===== config.mk =====
export PLATFORM = sky130hd
export DESIGN_NAME = rpir_regs
export DESIGN_NICKNAME = d
export VERILOG_FILES = /design/src/verilog/rpir_pkg.sv /design/src/verilog/rpir_regs.sv
export SDC_FILE = /design/constraint.sdc
export NUM_CORES = 1
export LEC_CHECK = 0
export BUFFER_PORTS_ARGS = -buffer_cell sky130_fd_sc_hd__buf_2
export CORE_UTILIZATION = 35
export DETAILED_ROUTE_END_ITERATION = 6
export GPL_TIMING_DRIVEN = 0
export PLACE_DENSITY = 0.6
export SYNTH_ARGS = -nofsm -noshare
export SYNTH_HDL_FRONTEND = slang
export SYNTH_SLANG_ARGS = --single-unit

===== constraint.sdc =====
create_clock -name ref_clk -period 4.9 [get_ports ref_clk]
set_input_delay 0.735 -clock ref_clk [delete_from_list [all_inputs] [get_ports ref_clk]]
set_output_delay 0.735 -clock ref_clk [all_outputs]
set_load 0.03 [all_outputs]

===== src/verilog/rpir_pkg.sv =====
// Constants, types and field layout of the per-port isolation and partition management registers
package rpir_pkg;

  localparam int PORTS  = 8;
  localparam int DATA_W = 16;

  // Register numbers on the management interface
  localparam logic [4:0] REG_ISOLATION_OFF  = 5'h13;
  localparam logic [4:0] REG_PARTITION_OFF  = 5'h14;
  localparam logic [4:0] REG_LINK_STATE     = 5'h19;
  localparam logic [4:0] REG_PARTITION_STAT = 5'h1A;

  // Field positions: port bits low, kept-only bits high
  localparam int PORT_LSB  = 0;
  localparam int UPPER_LSB = 8;

  localparam logic [15:0] ISOLATION_OFF_RST = 16'h0000;
  localparam logic [15:0] PARTITION_OFF_RST = 16'h0000;

  // Management frame fields
  localparam logic [1:0] OP_WRITE  = 2'h1;
  localparam logic [1:0] OP_READ   = 2'h2;
  localparam logic [5:0] PRE_BITS  = 6'h20;
  localparam logic [5:0] HDR_LAST  = 6'h0B;
  localparam logic [5:0] TA_LAST   = 6'h01;
  localparam logic [5:0] DATA_LAST = 6'h0F;

  // Device address on the management bus; value is arbitrary
  localparam logic [4:0] PHY_ADDR_DEF = 5'h00;

  // Partition state sampling interval
  localparam int CLK_NS         = 10;
  localparam int CUT_SAMPLE_NS  = 40;
  localparam int CUT_SAMPLE_CYC = (CUT_SAMPLE_NS / CLK_NS < 1) ? 1 : CUT_SAMPLE_NS / CLK_NS;

  typedef enum logic [5:0] {
    S_PRE  = 6'h01,
    S_ST   = 6'h02,
    S_HDR  = 6'h04,
    S_TA   = 6'h08,
    S_RD   = 6'h10,
    S_DIN  = 6'h20
  } rpir_state_t;

  typedef struct packed {
    logic [1:0] op;
    logic [4:0] phy;
    logic [4:0] regad;
  } rpir_hdr_t;

endpackage


===== src/verilog/rpir_regs.sv =====
// Per-port isolation/partition management registers behind a serial management slave
`timescale 1ns/100ps
module rpir_regs #(
  parameter logic [4:0] PHY_ADDR = rpir_pkg::PHY_ADDR_DEF
) (
  input  wire logic       ref_clk,
  input  wire logic       arst_n,
  input  wire logic       mdc,
  input  wire logic       mdio_in,
  output logic            mdio_out,
  output logic            mdio_oe,
  input  wire logic [7:0] link_good,
  input  wire logic [7:0] cut_off,
  output logic      [7:0] isolation_off,
  output logic      [7:0] partition_off
);

  rpir_pkg::rpir_state_t state;
  rpir_pkg::rpir_state_t next_state;
  rpir_pkg::rpir_hdr_t   hdr;
  rpir_pkg::rpir_hdr_t   next_hdr;
  logic [5:0]            cnt;
  logic [5:0]            next_cnt;
  logic [15:0]           shreg;
  logic [15:0]           next_shreg;
  logic [15:0]           iso_reg;
  logic [15:0]           next_iso_reg;
  logic [15:0]           part_reg;
  logic [15:0]           next_part_reg;
  logic                  mdc_q;
  logic                  next_mdio_out;
  logic                  next_mdio_oe;
  logic [7:0]            link_q;
  logic [7:0]            cut_q;
  logic [7:0]            next_cut_q;
  logic [2:0]            samp_cnt;
  logic [2:0]            next_samp_cnt;
  logic                  mdc_rise;
  logic                  mdc_fall;
  logic                  addr_hit;
  logic                  rd_hit;

  // Read data word for a register number; unmapped numbers read zero
  function automatic logic [15:0] rd_word(input logic [4:0] regad, input logic [15:0] iso,
                                          input logic [15:0] part, input logic [7:0] link,
                                          input logic [7:0] cut);
    logic [15:0] w;
    w = 16'h0000;
    unique case (regad)
      rpir_pkg::REG_ISOLATION_OFF:  w = iso;
      rpir_pkg::REG_PARTITION_OFF:  w = part;
      rpir_pkg::REG_LINK_STATE:     w = {8'h00, link};
      rpir_pkg::REG_PARTITION_STAT: w = {8'h00, cut};
      default:                      w = 16'h0000;
    endcase
    return w;
  endfunction

  assign mdc_rise = mdc & ~mdc_q;
  assign mdc_fall = ~mdc & mdc_q;
  assign addr_hit = (hdr.phy == PHY_ADDR);
  assign rd_hit   = addr_hit && (hdr.op == rpir_pkg::OP_READ);

  // Frame decoder and writable registers
  always_comb begin
    next_state    = state;
    next_cnt      = cnt;
    next_hdr      = hdr;
    next_shreg    = shreg;
    next_iso_reg  = iso_reg;
    next_part_reg = part_reg;
    if (mdc_rise) begin
      unique case (state)
        rpir_pkg::S_PRE: begin
          if (mdio_in) begin
            if (cnt < rpir_pkg::PRE_BITS) begin
              next_cnt = cnt + 6'h01;
            end
          end else begin
            if (cnt >= rpir_pkg::PRE_BITS) begin
              next_state = rpir_pkg::S_ST;
            end
            next_cnt = 6'h00;
          end
        end
        rpir_pkg::S_ST: begin
          next_state = mdio_in ? rpir_pkg::S_HDR : rpir_pkg::S_PRE;
          next_cnt   = 6'h00;
        end
        rpir_pkg::S_HDR: begin
          next_hdr = rpir_pkg::rpir_hdr_t'({hdr[10:0], mdio_in});
          next_cnt = cnt + 6'h01;
          if (cnt == rpir_pkg::HDR_LAST) begin
            next_state = rpir_pkg::S_TA;
            next_cnt   = 6'h00;
          end
        end
        rpir_pkg::S_TA: begin
          next_cnt = cnt + 6'h01;
          if (cnt == rpir_pkg::TA_LAST) begin
            next_cnt = 6'h00;
            if (rd_hit) begin
              next_state = rpir_pkg::S_RD;
              next_shreg = rd_word(hdr.regad, iso_reg, part_reg, link_q, cut_q);
            end else begin
              // Foreign or odd frames are soaked up so their data never looks like preamble
              next_state = rpir_pkg::S_DIN;
            end
          end
        end
        rpir_pkg::S_RD: begin
          next_shreg = {shreg[14:0], 1'b0};
          next_cnt   = cnt + 6'h01;
          if (cnt == rpir_pkg::DATA_LAST) begin
            next_state = rpir_pkg::S_PRE;
            next_cnt   = 6'h00;
          end
        end
        rpir_pkg::S_DIN: begin
          next_shreg = {shreg[14:0], mdio_in};
          next_cnt   = cnt + 6'h01;
          if (cnt == rpir_pkg::DATA_LAST) begin
            next_state = rpir_pkg::S_PRE;
            next_cnt   = 6'h00;
            if (addr_hit && hdr.op == rpir_pkg::OP_WRITE) begin
              // Only the two off registers take writes; link and partition state ignore them
              if (hdr.regad == rpir_pkg::REG_ISOLATION_OFF) begin
                next_iso_reg = {shreg[14:0], mdio_in};
              end
              if (hdr.regad == rpir_pkg::REG_PARTITION_OFF) begin
                next_part_reg = {shreg[14:0], mdio_in};
              end
            end
          end
        end
      endcase
    end
  end

  always_ff @(posedge ref_clk or negedge arst_n) begin
    if (!arst_n) begin
      state    <= rpir_pkg::S_PRE;
      cnt      <= 6'h00;
      hdr      <= '0;
      shreg    <= 16'h0000;
      iso_reg  <= rpir_pkg::ISOLATION_OFF_RST;
      part_reg <= rpir_pkg::PARTITION_OFF_RST;
    end else begin
      state    <= next_state;
      cnt      <= next_cnt;
      hdr      <= next_hdr;
      shreg    <= next_shreg;
      iso_reg  <= next_iso_reg;
      part_reg <= next_part_reg;
    end
  end

  // Data line driver: changes on the falling clock edge so the station samples on the rising one
  always_comb begin
    next_mdio_out = mdio_out;
    next_mdio_oe  = mdio_oe;
    if (mdc_fall) begin
      if (state == rpir_pkg::S_RD) begin
        next_mdio_out = shreg[15];
        next_mdio_oe  = 1'b1;
      end else if (state == rpir_pkg::S_TA && cnt == rpir_pkg::TA_LAST && rd_hit) begin
        next_mdio_out = 1'b0;
        next_mdio_oe  = 1'b1;
      end else begin
        next_mdio_out = 1'b0;
        next_mdio_oe  = 1'b0;
      end
    end
  end

  always_ff @(posedge ref_clk or negedge arst_n) begin
    if (!arst_n) begin
      mdc_q    <= 1'b0;
      mdio_out <= 1'b0;
      mdio_oe  <= 1'b0;
    end else begin
      mdc_q    <= mdc;
      mdio_out <= next_mdio_out;
      mdio_oe  <= next_mdio_oe;
    end
  end

  // Port status capture
  always_comb begin
    next_samp_cnt = samp_cnt + 3'h1;
    next_cut_q    = cut_q;
    if (samp_cnt == 3'(rpir_pkg::CUT_SAMPLE_CYC - 1)) begin
      next_samp_cnt = 3'h0;
      next_cut_q    = cut_off;
    end
  end

  always_ff @(posedge ref_clk or negedge arst_n) begin
    if (!arst_n) begin
      link_q   <= 8'h00;
      cut_q    <= 8'h00;
      samp_cnt <= 3'h0;
    end else begin
      link_q   <= link_good;
      cut_q    <= next_cut_q;
      samp_cnt <= next_samp_cnt;
    end
  end

  // Only the low port bits steer the port logic; upper bits are storage only
  assign isolation_off = iso_reg[rpir_pkg::PORT_LSB +: rpir_pkg::PORTS];
  assign partition_off = part_reg[rpir_pkg::PORT_LSB +: rpir_pkg::PORTS];

endmodule

==> results by group, run 1 <==
Timing
  – Fin crit share: 0.515
  – Final min period: 2.52 ns
  – Final setup vio count: 0
  – Fmax: between 0.3 and 0.4 GHz
  – Headroom to the max-slew limit: 0.204
  – Slew @ Worst Pin: 1.19 ns
  – Worst Clk Skew: 0.00723 ns
  – Max-slew violation count: 0
  – Count of endpoints failing hold in the final timing report: 0
  – Unrepaired setup endpoints after global routing: no
  – Post-route setup TNS: 0 ns
  – Setup ws final: 2.38 ns

Die
  – Io pins: 38
  – Die Ht: 116 um
  – Core Box Area: 12600 um2
  – FP Rows: between 40 and 50
  – Die footprint: 13400 um2
  – Initial Utilization: 0.358
  – Die W: approximately 120 um

Global routing
  – First-pass GRT wire length: approximately 15 mm
  – Grt peak-use layer: met2
  – Grt met1 use: 0.199
  – Antenna violations before repair: 0
  – Largest net degree at the start of global routing: 67
  – Global Route Usage Sum: 0.152
  – M2 GR Usage: 0.240
  – Met3 Usage GRT: 0.0345
  – Vias in the first global route: 3018
  – Remaining Overflow, GRT: 0

Power
  – Leak pwr: roughly 2.5 nW
  – P per Cell Area: between 300 and 400 nW/um2
  – Max VDD drop: about 0.18 mV

Logic synthesis
  – Top cell type by total area after synthesis: dfrtp_1
  – Dominant cells by area after synthesis: dfrtp_1 52%, mux2_2 15%, a22oi_1 4.0%, mux2_4 3.3%, nand2_1 2.8%
  – Ys Warns: 0
  – Seq cells post-synth: 94
  – Syn Area/Cell: approximately 12 um2
  – Post-synth EDFFs: 0
  – Post-Syn Nets: roughly 390
  – Synth top area share: 0.515
  – Most used DFF post-synth: dfrtp_1
  – Distinct cells, synth: 52
  – Cells after Synth: 370
  – Most numerous cell in the Yosys netlist: dfrtp_1
  – Synth top cells by count: 93 x dfrtp_1, 60 x mux2_2, 34 x nand2_1
  – Ys async rst share: 1.00
  – Mapped cell area: 4520 um2
  – Seq/Total Area, Yosys: 0.521

Setup path
  – Most used cell, CP: buf_2
  – CP Max Fanout: 7
  – CP max-delay cell: or4_1
  – CP Cell Sequence: or4_1 > buf_2 > or2_4 > o221ai_2 > or3b_1 > buf_2 > mux2_2
  – Critical Path RT: a little over 5 ns
  – CP Capture Type: flip-flop
  – CP Launch Type: flip-flop
  – R2r setup slk: ~2.4 ns
  – Crit-path max cell delay: between 0.5 and 0.6 ns
  – WP data arrival: 2.76 ns
  – CP delay by family, top: simple AND/OR/NAND/NOR gates
  – WS Path Type: flip-flop to flip-flop
  – CP Buf/Inv Count: 2

Placed design
  – Post-DP Area: between 4000 and 5000 um2
  – Place WS: 2.41 ns
  – Port bufs: 37
  – Post-DP HPWL: roughly 6.3 mm
  – Placer Congestion: 0.837

Run status
  – Status: finished, final reports clean

CTS
  – CTS clock-pin slew for the worst setup and hold paths: about 0.06 ns
  – Num CTS Buffers: 9
  – Post-CTS setup buffers: 0
  – Clock Tree Root: clkbuf_16
  – Cts repair resizes: 0
  – CTS Sinks: 94
  – Buffer depth of the longest clock path: 2
  – Clock Latency Late Sink: 0.35 ns
  – # H-tree levels: 3
  – CTS tree: built
  – Hold Buf Count CTS: 0

Routing
  – DR pass1 iterations: 4
  – WL per Instance: ~16 um
  – DR DRC count: 0
  – Vias/cell: roughly 5.0
  – Iter 0 DRT Violations: 126
  – Vias: 2996
  – WL final: around 9.3 mm
  – Final ANT Viol Nets: 0

Flow run
  – Max-cap violation count: 0

Layout
  – ANT cells: 0
  – # fillers: around 1200
  – Final nets: around 440
  – Layout area overhead: 16.7%
  – Post-route cell area: 5270 um2
  – Fraction of layout cells with a size suffix above 1: 0.373

Min path
  – Worst min path class: input pin to async pin
worst paths after layout:
check,endpoint,from,cells after the start
worst max-delay path,state[3],state[1],7
worst min-delay path,cnt[1],arst_n,1
worst max register to register,state[3],state[1],7
worst min register to register,samp_cnt[0],samp_cnt[0],1
max in group asynchronous,state[0],arst_n,2
min in group ref_clk,samp_cnt[0],samp_cnt[0],1
final cells by class:
cell class / count / area (um2) / area share
Timing Repair Buffer: 38 / 215 / 0.0408
Inverter: 8 / 30.0 / 0.00570
Buffer: 32 / 208 / 0.0394
Multi-Input combinational cell: 236 / 1930 / 0.365
Clock buffer: 10 / 229 / 0.0434
Clock inverter: 6 / 95.1 / 0.0180
Tap cell: 172 / 215 / 0.0408
Sequential cell: 94 / 2350 / 0.446
power breakdown:
group / total, mW / internal [mW] / switching [mW] / leakage [nW]
registers: 0.907 / 0.836 / 0.0711 / 1.25
logic: 0.277 / 0.120 / 0.157 / 1.04
clock network: 0.752 / 0.451 / 0.300 / 0.157
placed cells by master (no fill, tap or decap), types with 4 or more instances in the layout:
cell,Yosys,routed
dfrtp_1,93,93
mux2_2,60,60
buf_2,4,40
nand2_1,34,34
a22oi_1,24,24
o21ai_0,17,17
buf_4,16,17
mux2_4,10,10
clkbuf_16,0,9
inv_1,8,8
clkbuf_1,7,8
nor2_1,8,8
nor3_1,8,8
nor3b_1,7,7
nand2b_1,6,6
a222oi_1,6,6
a21oi_1,4,4
ha_1,4,4
metrics by stage:
stage	instances	hold WS (ns)	util	power [mW]
6_report	596	0.315	0.418	1.94
5_1_grt	596	0.343	0.418	2.04
4_1_cts	596	0.327	0.418	1.96
3_5_place_dp	580	0.440	0.392	1.20
3_3_place_gp	579	0.419	0.390	1.19
2_1_floorplan	370	0.410	-	1.11
per-layer routing:
metal / vias to the layer above / wire length (um)
li1: 1433 / -
met1: 1507 / 4420
met2: 45 / 4460
met3: 11 / 286
met4: 0 / 125
met5: - / 0
cells by family after synthesis:
kind of cell             after synthesis  share of synthesized area
AND/OR/NAND/NOR                       91                      0.116
adder cells (fa/ha/maj)                4                     0.0111
AO/OA/AOI/OAI                         65                      0.104
XOR/XNOR                               3                    0.00582
flip-flops                            94                      0.521
buffers and inverters                 40                     0.0526
multiplexers                          73                      0.189
(Power assumes the default switching activity.)
==> run 2, diff against run 1 <==
--- a/config.mk
+++ b/config.mk
@@ -5,6 +5,7 @@
 export SDC_FILE = /design/constraint.sdc
 export NUM_CORES = 1
 export LEC_CHECK = 0
+export ABC_AREA = 1
 export BUFFER_PORTS_ARGS = -buffer_cell sky130_fd_sc_hd__buf_2
 export CORE_UTILIZATION = 35
 export DETAILED_ROUTE_END_ITERATION = 6
==> constraint.sdc (replaced) <==
create_clock -name ref_clk -period 2.51 [get_ports ref_clk]
set_input_delay 0.3765 -clock ref_clk [delete_from_list [all_inputs] [get_ports ref_clk]]
set_output_delay 0.3765 -clock ref_clk [all_outputs]
set_load 0.03 [all_outputs]
==> results by group, run 2 <==
Run status
  – Status: finished, final reports clean

Flow run
  – Max-cap violation count: 0 (unchanged)

CTS
  – # H-tree levels: 3 (unchanged)
  – CTS tree: built
  – CTS clock-pin slew for the worst setup and hold paths: 0.07 ns (about the same)
  – Post-CTS setup buffers: 0 (unchanged)
  – Clock Tree Root: clkbuf_16
  – CTS Sinks: 94 (unchanged)
  – Buffer depth of the longest clock path: 2 (unchanged)
  – Clock Latency Late Sink: 0.35 ns (about the same)
  – Num CTS Buffers: 9 (unchanged)

Timing
  – Final setup vio count: 0 (unchanged)
  – Unrepaired setup endpoints after global routing: no
  – Setup ws final: 0.210 ns (-2.17 ns)
  – Worst Clk Skew: 0.00703 ns (-0.000194 ns)
  – Fmax: 0.435 GHz (+9.7%)
  – WHS: 0.00992 ns (-0.305 ns)
  – Post-route setup TNS: 0 ns (unchanged)
  – Slew @ Worst Pin: 0.689 ns (-0.503 ns)
  – Headroom to the max-slew limit: 0.540 (+0.336)
  – Count of endpoints failing hold in the final timing report: 0 (unchanged)
  – Final min period: 2.30 ns (-0.223 ns)
  – Fin crit share: 0.917 (+0.401)
  – Max-slew violation count: 0 (unchanged)

Layout
  – End-of-flow core utilization: 0.416 (-0.00156)
  – Fraction of layout cells with a size suffix above 1: 0.158 (-0.215)
  – Final nets: 678 (+53%)
  – Post-route cell area: 5530 um2 (+5.0%)
  – ANT cells: 0 (unchanged)
  – Most common cell after layout, fill and taps aside: nand2_1
  – Most frequent cells in the layout: 217 x nand2_1, 93 x dfrtp_1, 74 x nand3_1, 47 x o21ai_0, 44 x inv_1
  – Layout area overhead: 15.2%
  – Finished Layout Cells: 835 (+40%)

Setup path
  – CP Max Fanout: 10 (+3)
  – CP Capture Type: flip-flop
  – WP data arrival: 2.59 ns (-0.17 ns)
  – CP Launch Type: flip-flop
  – R2R Path Start: cnt[0]
  – WS Path Type: flip-flop to flip-flop
  – Critical Path RT: 2.80 ns (-2.33 ns)
  – Critical Path Start: cnt[0]

Power
  – Final Total Pwr: 4.01 mW (+110%)
  – Leak pwr: 2.80 nW (+14%)
  – Max VDD drop: 0.382 mV (+120%)
  – P per Cell Area: 725 nW/um2 (+97%)

Logic synthesis
  – Post-synth EDFFs: 0 (unchanged)
  – Ys Warns: 0 (unchanged)
  – Synth top cells by count: 217 x nand2_1, 93 x dfrtp_1, 74 x nand3_1
  – Seq cells post-synth: 94 (unchanged)
  – Dominant cells by area after synthesis: dfrtp_1 48%, nand2_1 17%, nand3_1 7.7%, o21ai_0 4.9%, inv_1 3.4%
  – Most numerous cell in the Yosys netlist: nand2_1
  – Ys async rst share: 1.00 (unchanged)
  – Syn Area/Cell: 7.92 um2 (-35%)
  – Cells after Synth: 606 (+64%)
  – Distinct cells, synth: 26 (-50%)
  – Seq/Total Area, Yosys: 0.490 (-0.0308)
  – Top cell type by total area after synthesis: dfrtp_1
  – Mapped cell area: 4800 um2 (+6.3%)
  – Synth top area share: 0.485 (-0.0305)
  – Most used DFF post-synth: dfrtp_1
  – Post-Syn Nets: 630 (+60%)

Placed design
  – Post-DP HPWL: 7.97 mm (+26%)
  – Placed instance count: 819 (+41%)
  – Place WS: 0.199 ns (-2.21 ns)
  – Placer Congestion: 0.818 (-2.2%)
  – Post-DP Area: 5230 um2 (+5.7%)
  – Port bufs: 36 (-2.7%)

Routing
  – Iter 0 DRT Violations: 237 (+88%)
  – DR DRC count: 0 (unchanged)
  – WL final: 11.6 mm (+24%)
  – DR pass1 iterations: 5 (+1)
  – Final ANT Viol Nets: 0 (unchanged)
  – WL per Instance: 13.8 um (-11%)
  – Vias: 4086 (+36%)
  – Vias/cell: 4.89 (-2.7%)

Die
  – FP Rows: 42 (+2.4%)
  – Initial Utilization: 0.361 (+0.00317)
  – Die footprint: 14200 um2 (+6.2%)
  – Die Ht: 119 um (+3.0%)
  – Io pins: 38 (unchanged)
  – Core Box Area: 13300 um2 (+5.4%)
  – Die W: 119 um (+3.0%)

Min path
  – Worst min path class: input pin to async pin

Global routing
  – Global Route Usage Sum: 0.176 (+0.0242)
  – Largest net degree at the start of global routing: 55 (-18%)
  – Remaining Overflow, GRT: 0 (unchanged)
  – Antenna violations before repair: 0 (unchanged)
  – Vias in the first global route: 4108 (+36%)
  – First-pass GRT wire length: 19.7 mm (+29%)
run 2: changes by cell type after synthesis, sizes merged, moves of 6 or more:
cell | previous run | this run
a21boi | 0 | 9
a222oi | 6 | 0
a22oi | 24 | 0
inv | 8 | 45
mux2 | 70 | 9
nand2 | 36 | 219
nand2b | 6 | 0
nand3 | 3 | 75
nand4 | 0 | 7
nor2 | 8 | 45
nor3 | 9 | 0
nor3b | 9 | 0
o21ai | 19 | 52
run 2: final timing paths:
path	end	slack, ns	cells past startpoint
min in group ref_clk	link_q[1]	0.12	1
max in group asynchronous	state[0]	1.81	2
min reg2reg	samp_cnt[0]	0.43	1
max	part_reg[7]	0.21	8
max reg2reg	part_reg[7]	0.21	8
min	link_q[1]	0.01	1
run 2: where the power goes:
part | switching (mW) | total, mW | internal [mW]
clock network | 0.619 | 1.40 | 0.782
logic | 0.580 | 0.829 | 0.249
registers | 0.133 | 1.78 | 1.65
run 2: area by class of cell:
cell class / instances / area, um2
Buffer: 35 / 236
Clock buffer: 10 / 229
Clock inverter: 6 / 71.3
Fill cell: 1332 / 7760
Inverter: 45 / 169
Multi-Input combinational cell: 432 / 2040
Sequential cell: 94 / 2350
Tap cell: 176 / 220
Timing Repair Buffer: 37 / 210
run 2: timing repair:
item	4_1_cts	5_1_grt
setup endpoints to repair	0	1
resized for setup	0	2
hold buffers	0	0
run 2: cell families (layout without fill, tap and decap cells):
group	count (synthesis)	after routing	synth area share
adders and majority gates	4	4	0.0104
and+or+nand+nor	348	348	0.314
DFF	94	94	0.490
buffers and inverters	80	133	0.0842
muxes	9	9	0.0211
xor gates and xnor gates	1	1	0.00182
AOI/OAI and AO/OA	70	70	0.0787
run 2: critical path: stages (launching register included):
cell and delay, ns:
dfrtp_1 0.49, ha_1 0.26, nand2_1 0.09, nor2_1 0.19
nand3_1 0.23, nor2_2 0.43, buf_2 0.34, nand3_1 0.11
nand2_1 0.08
run 2: layer usage:
layer	vias up	GRT usage	share of wire
met5	-	0	0
met3	18	0.0326	0.049
met1	1925	0.235	0.48
met2	112	0.279	0.45
met4	0	0.0736	0.018
li1	2031	-	-
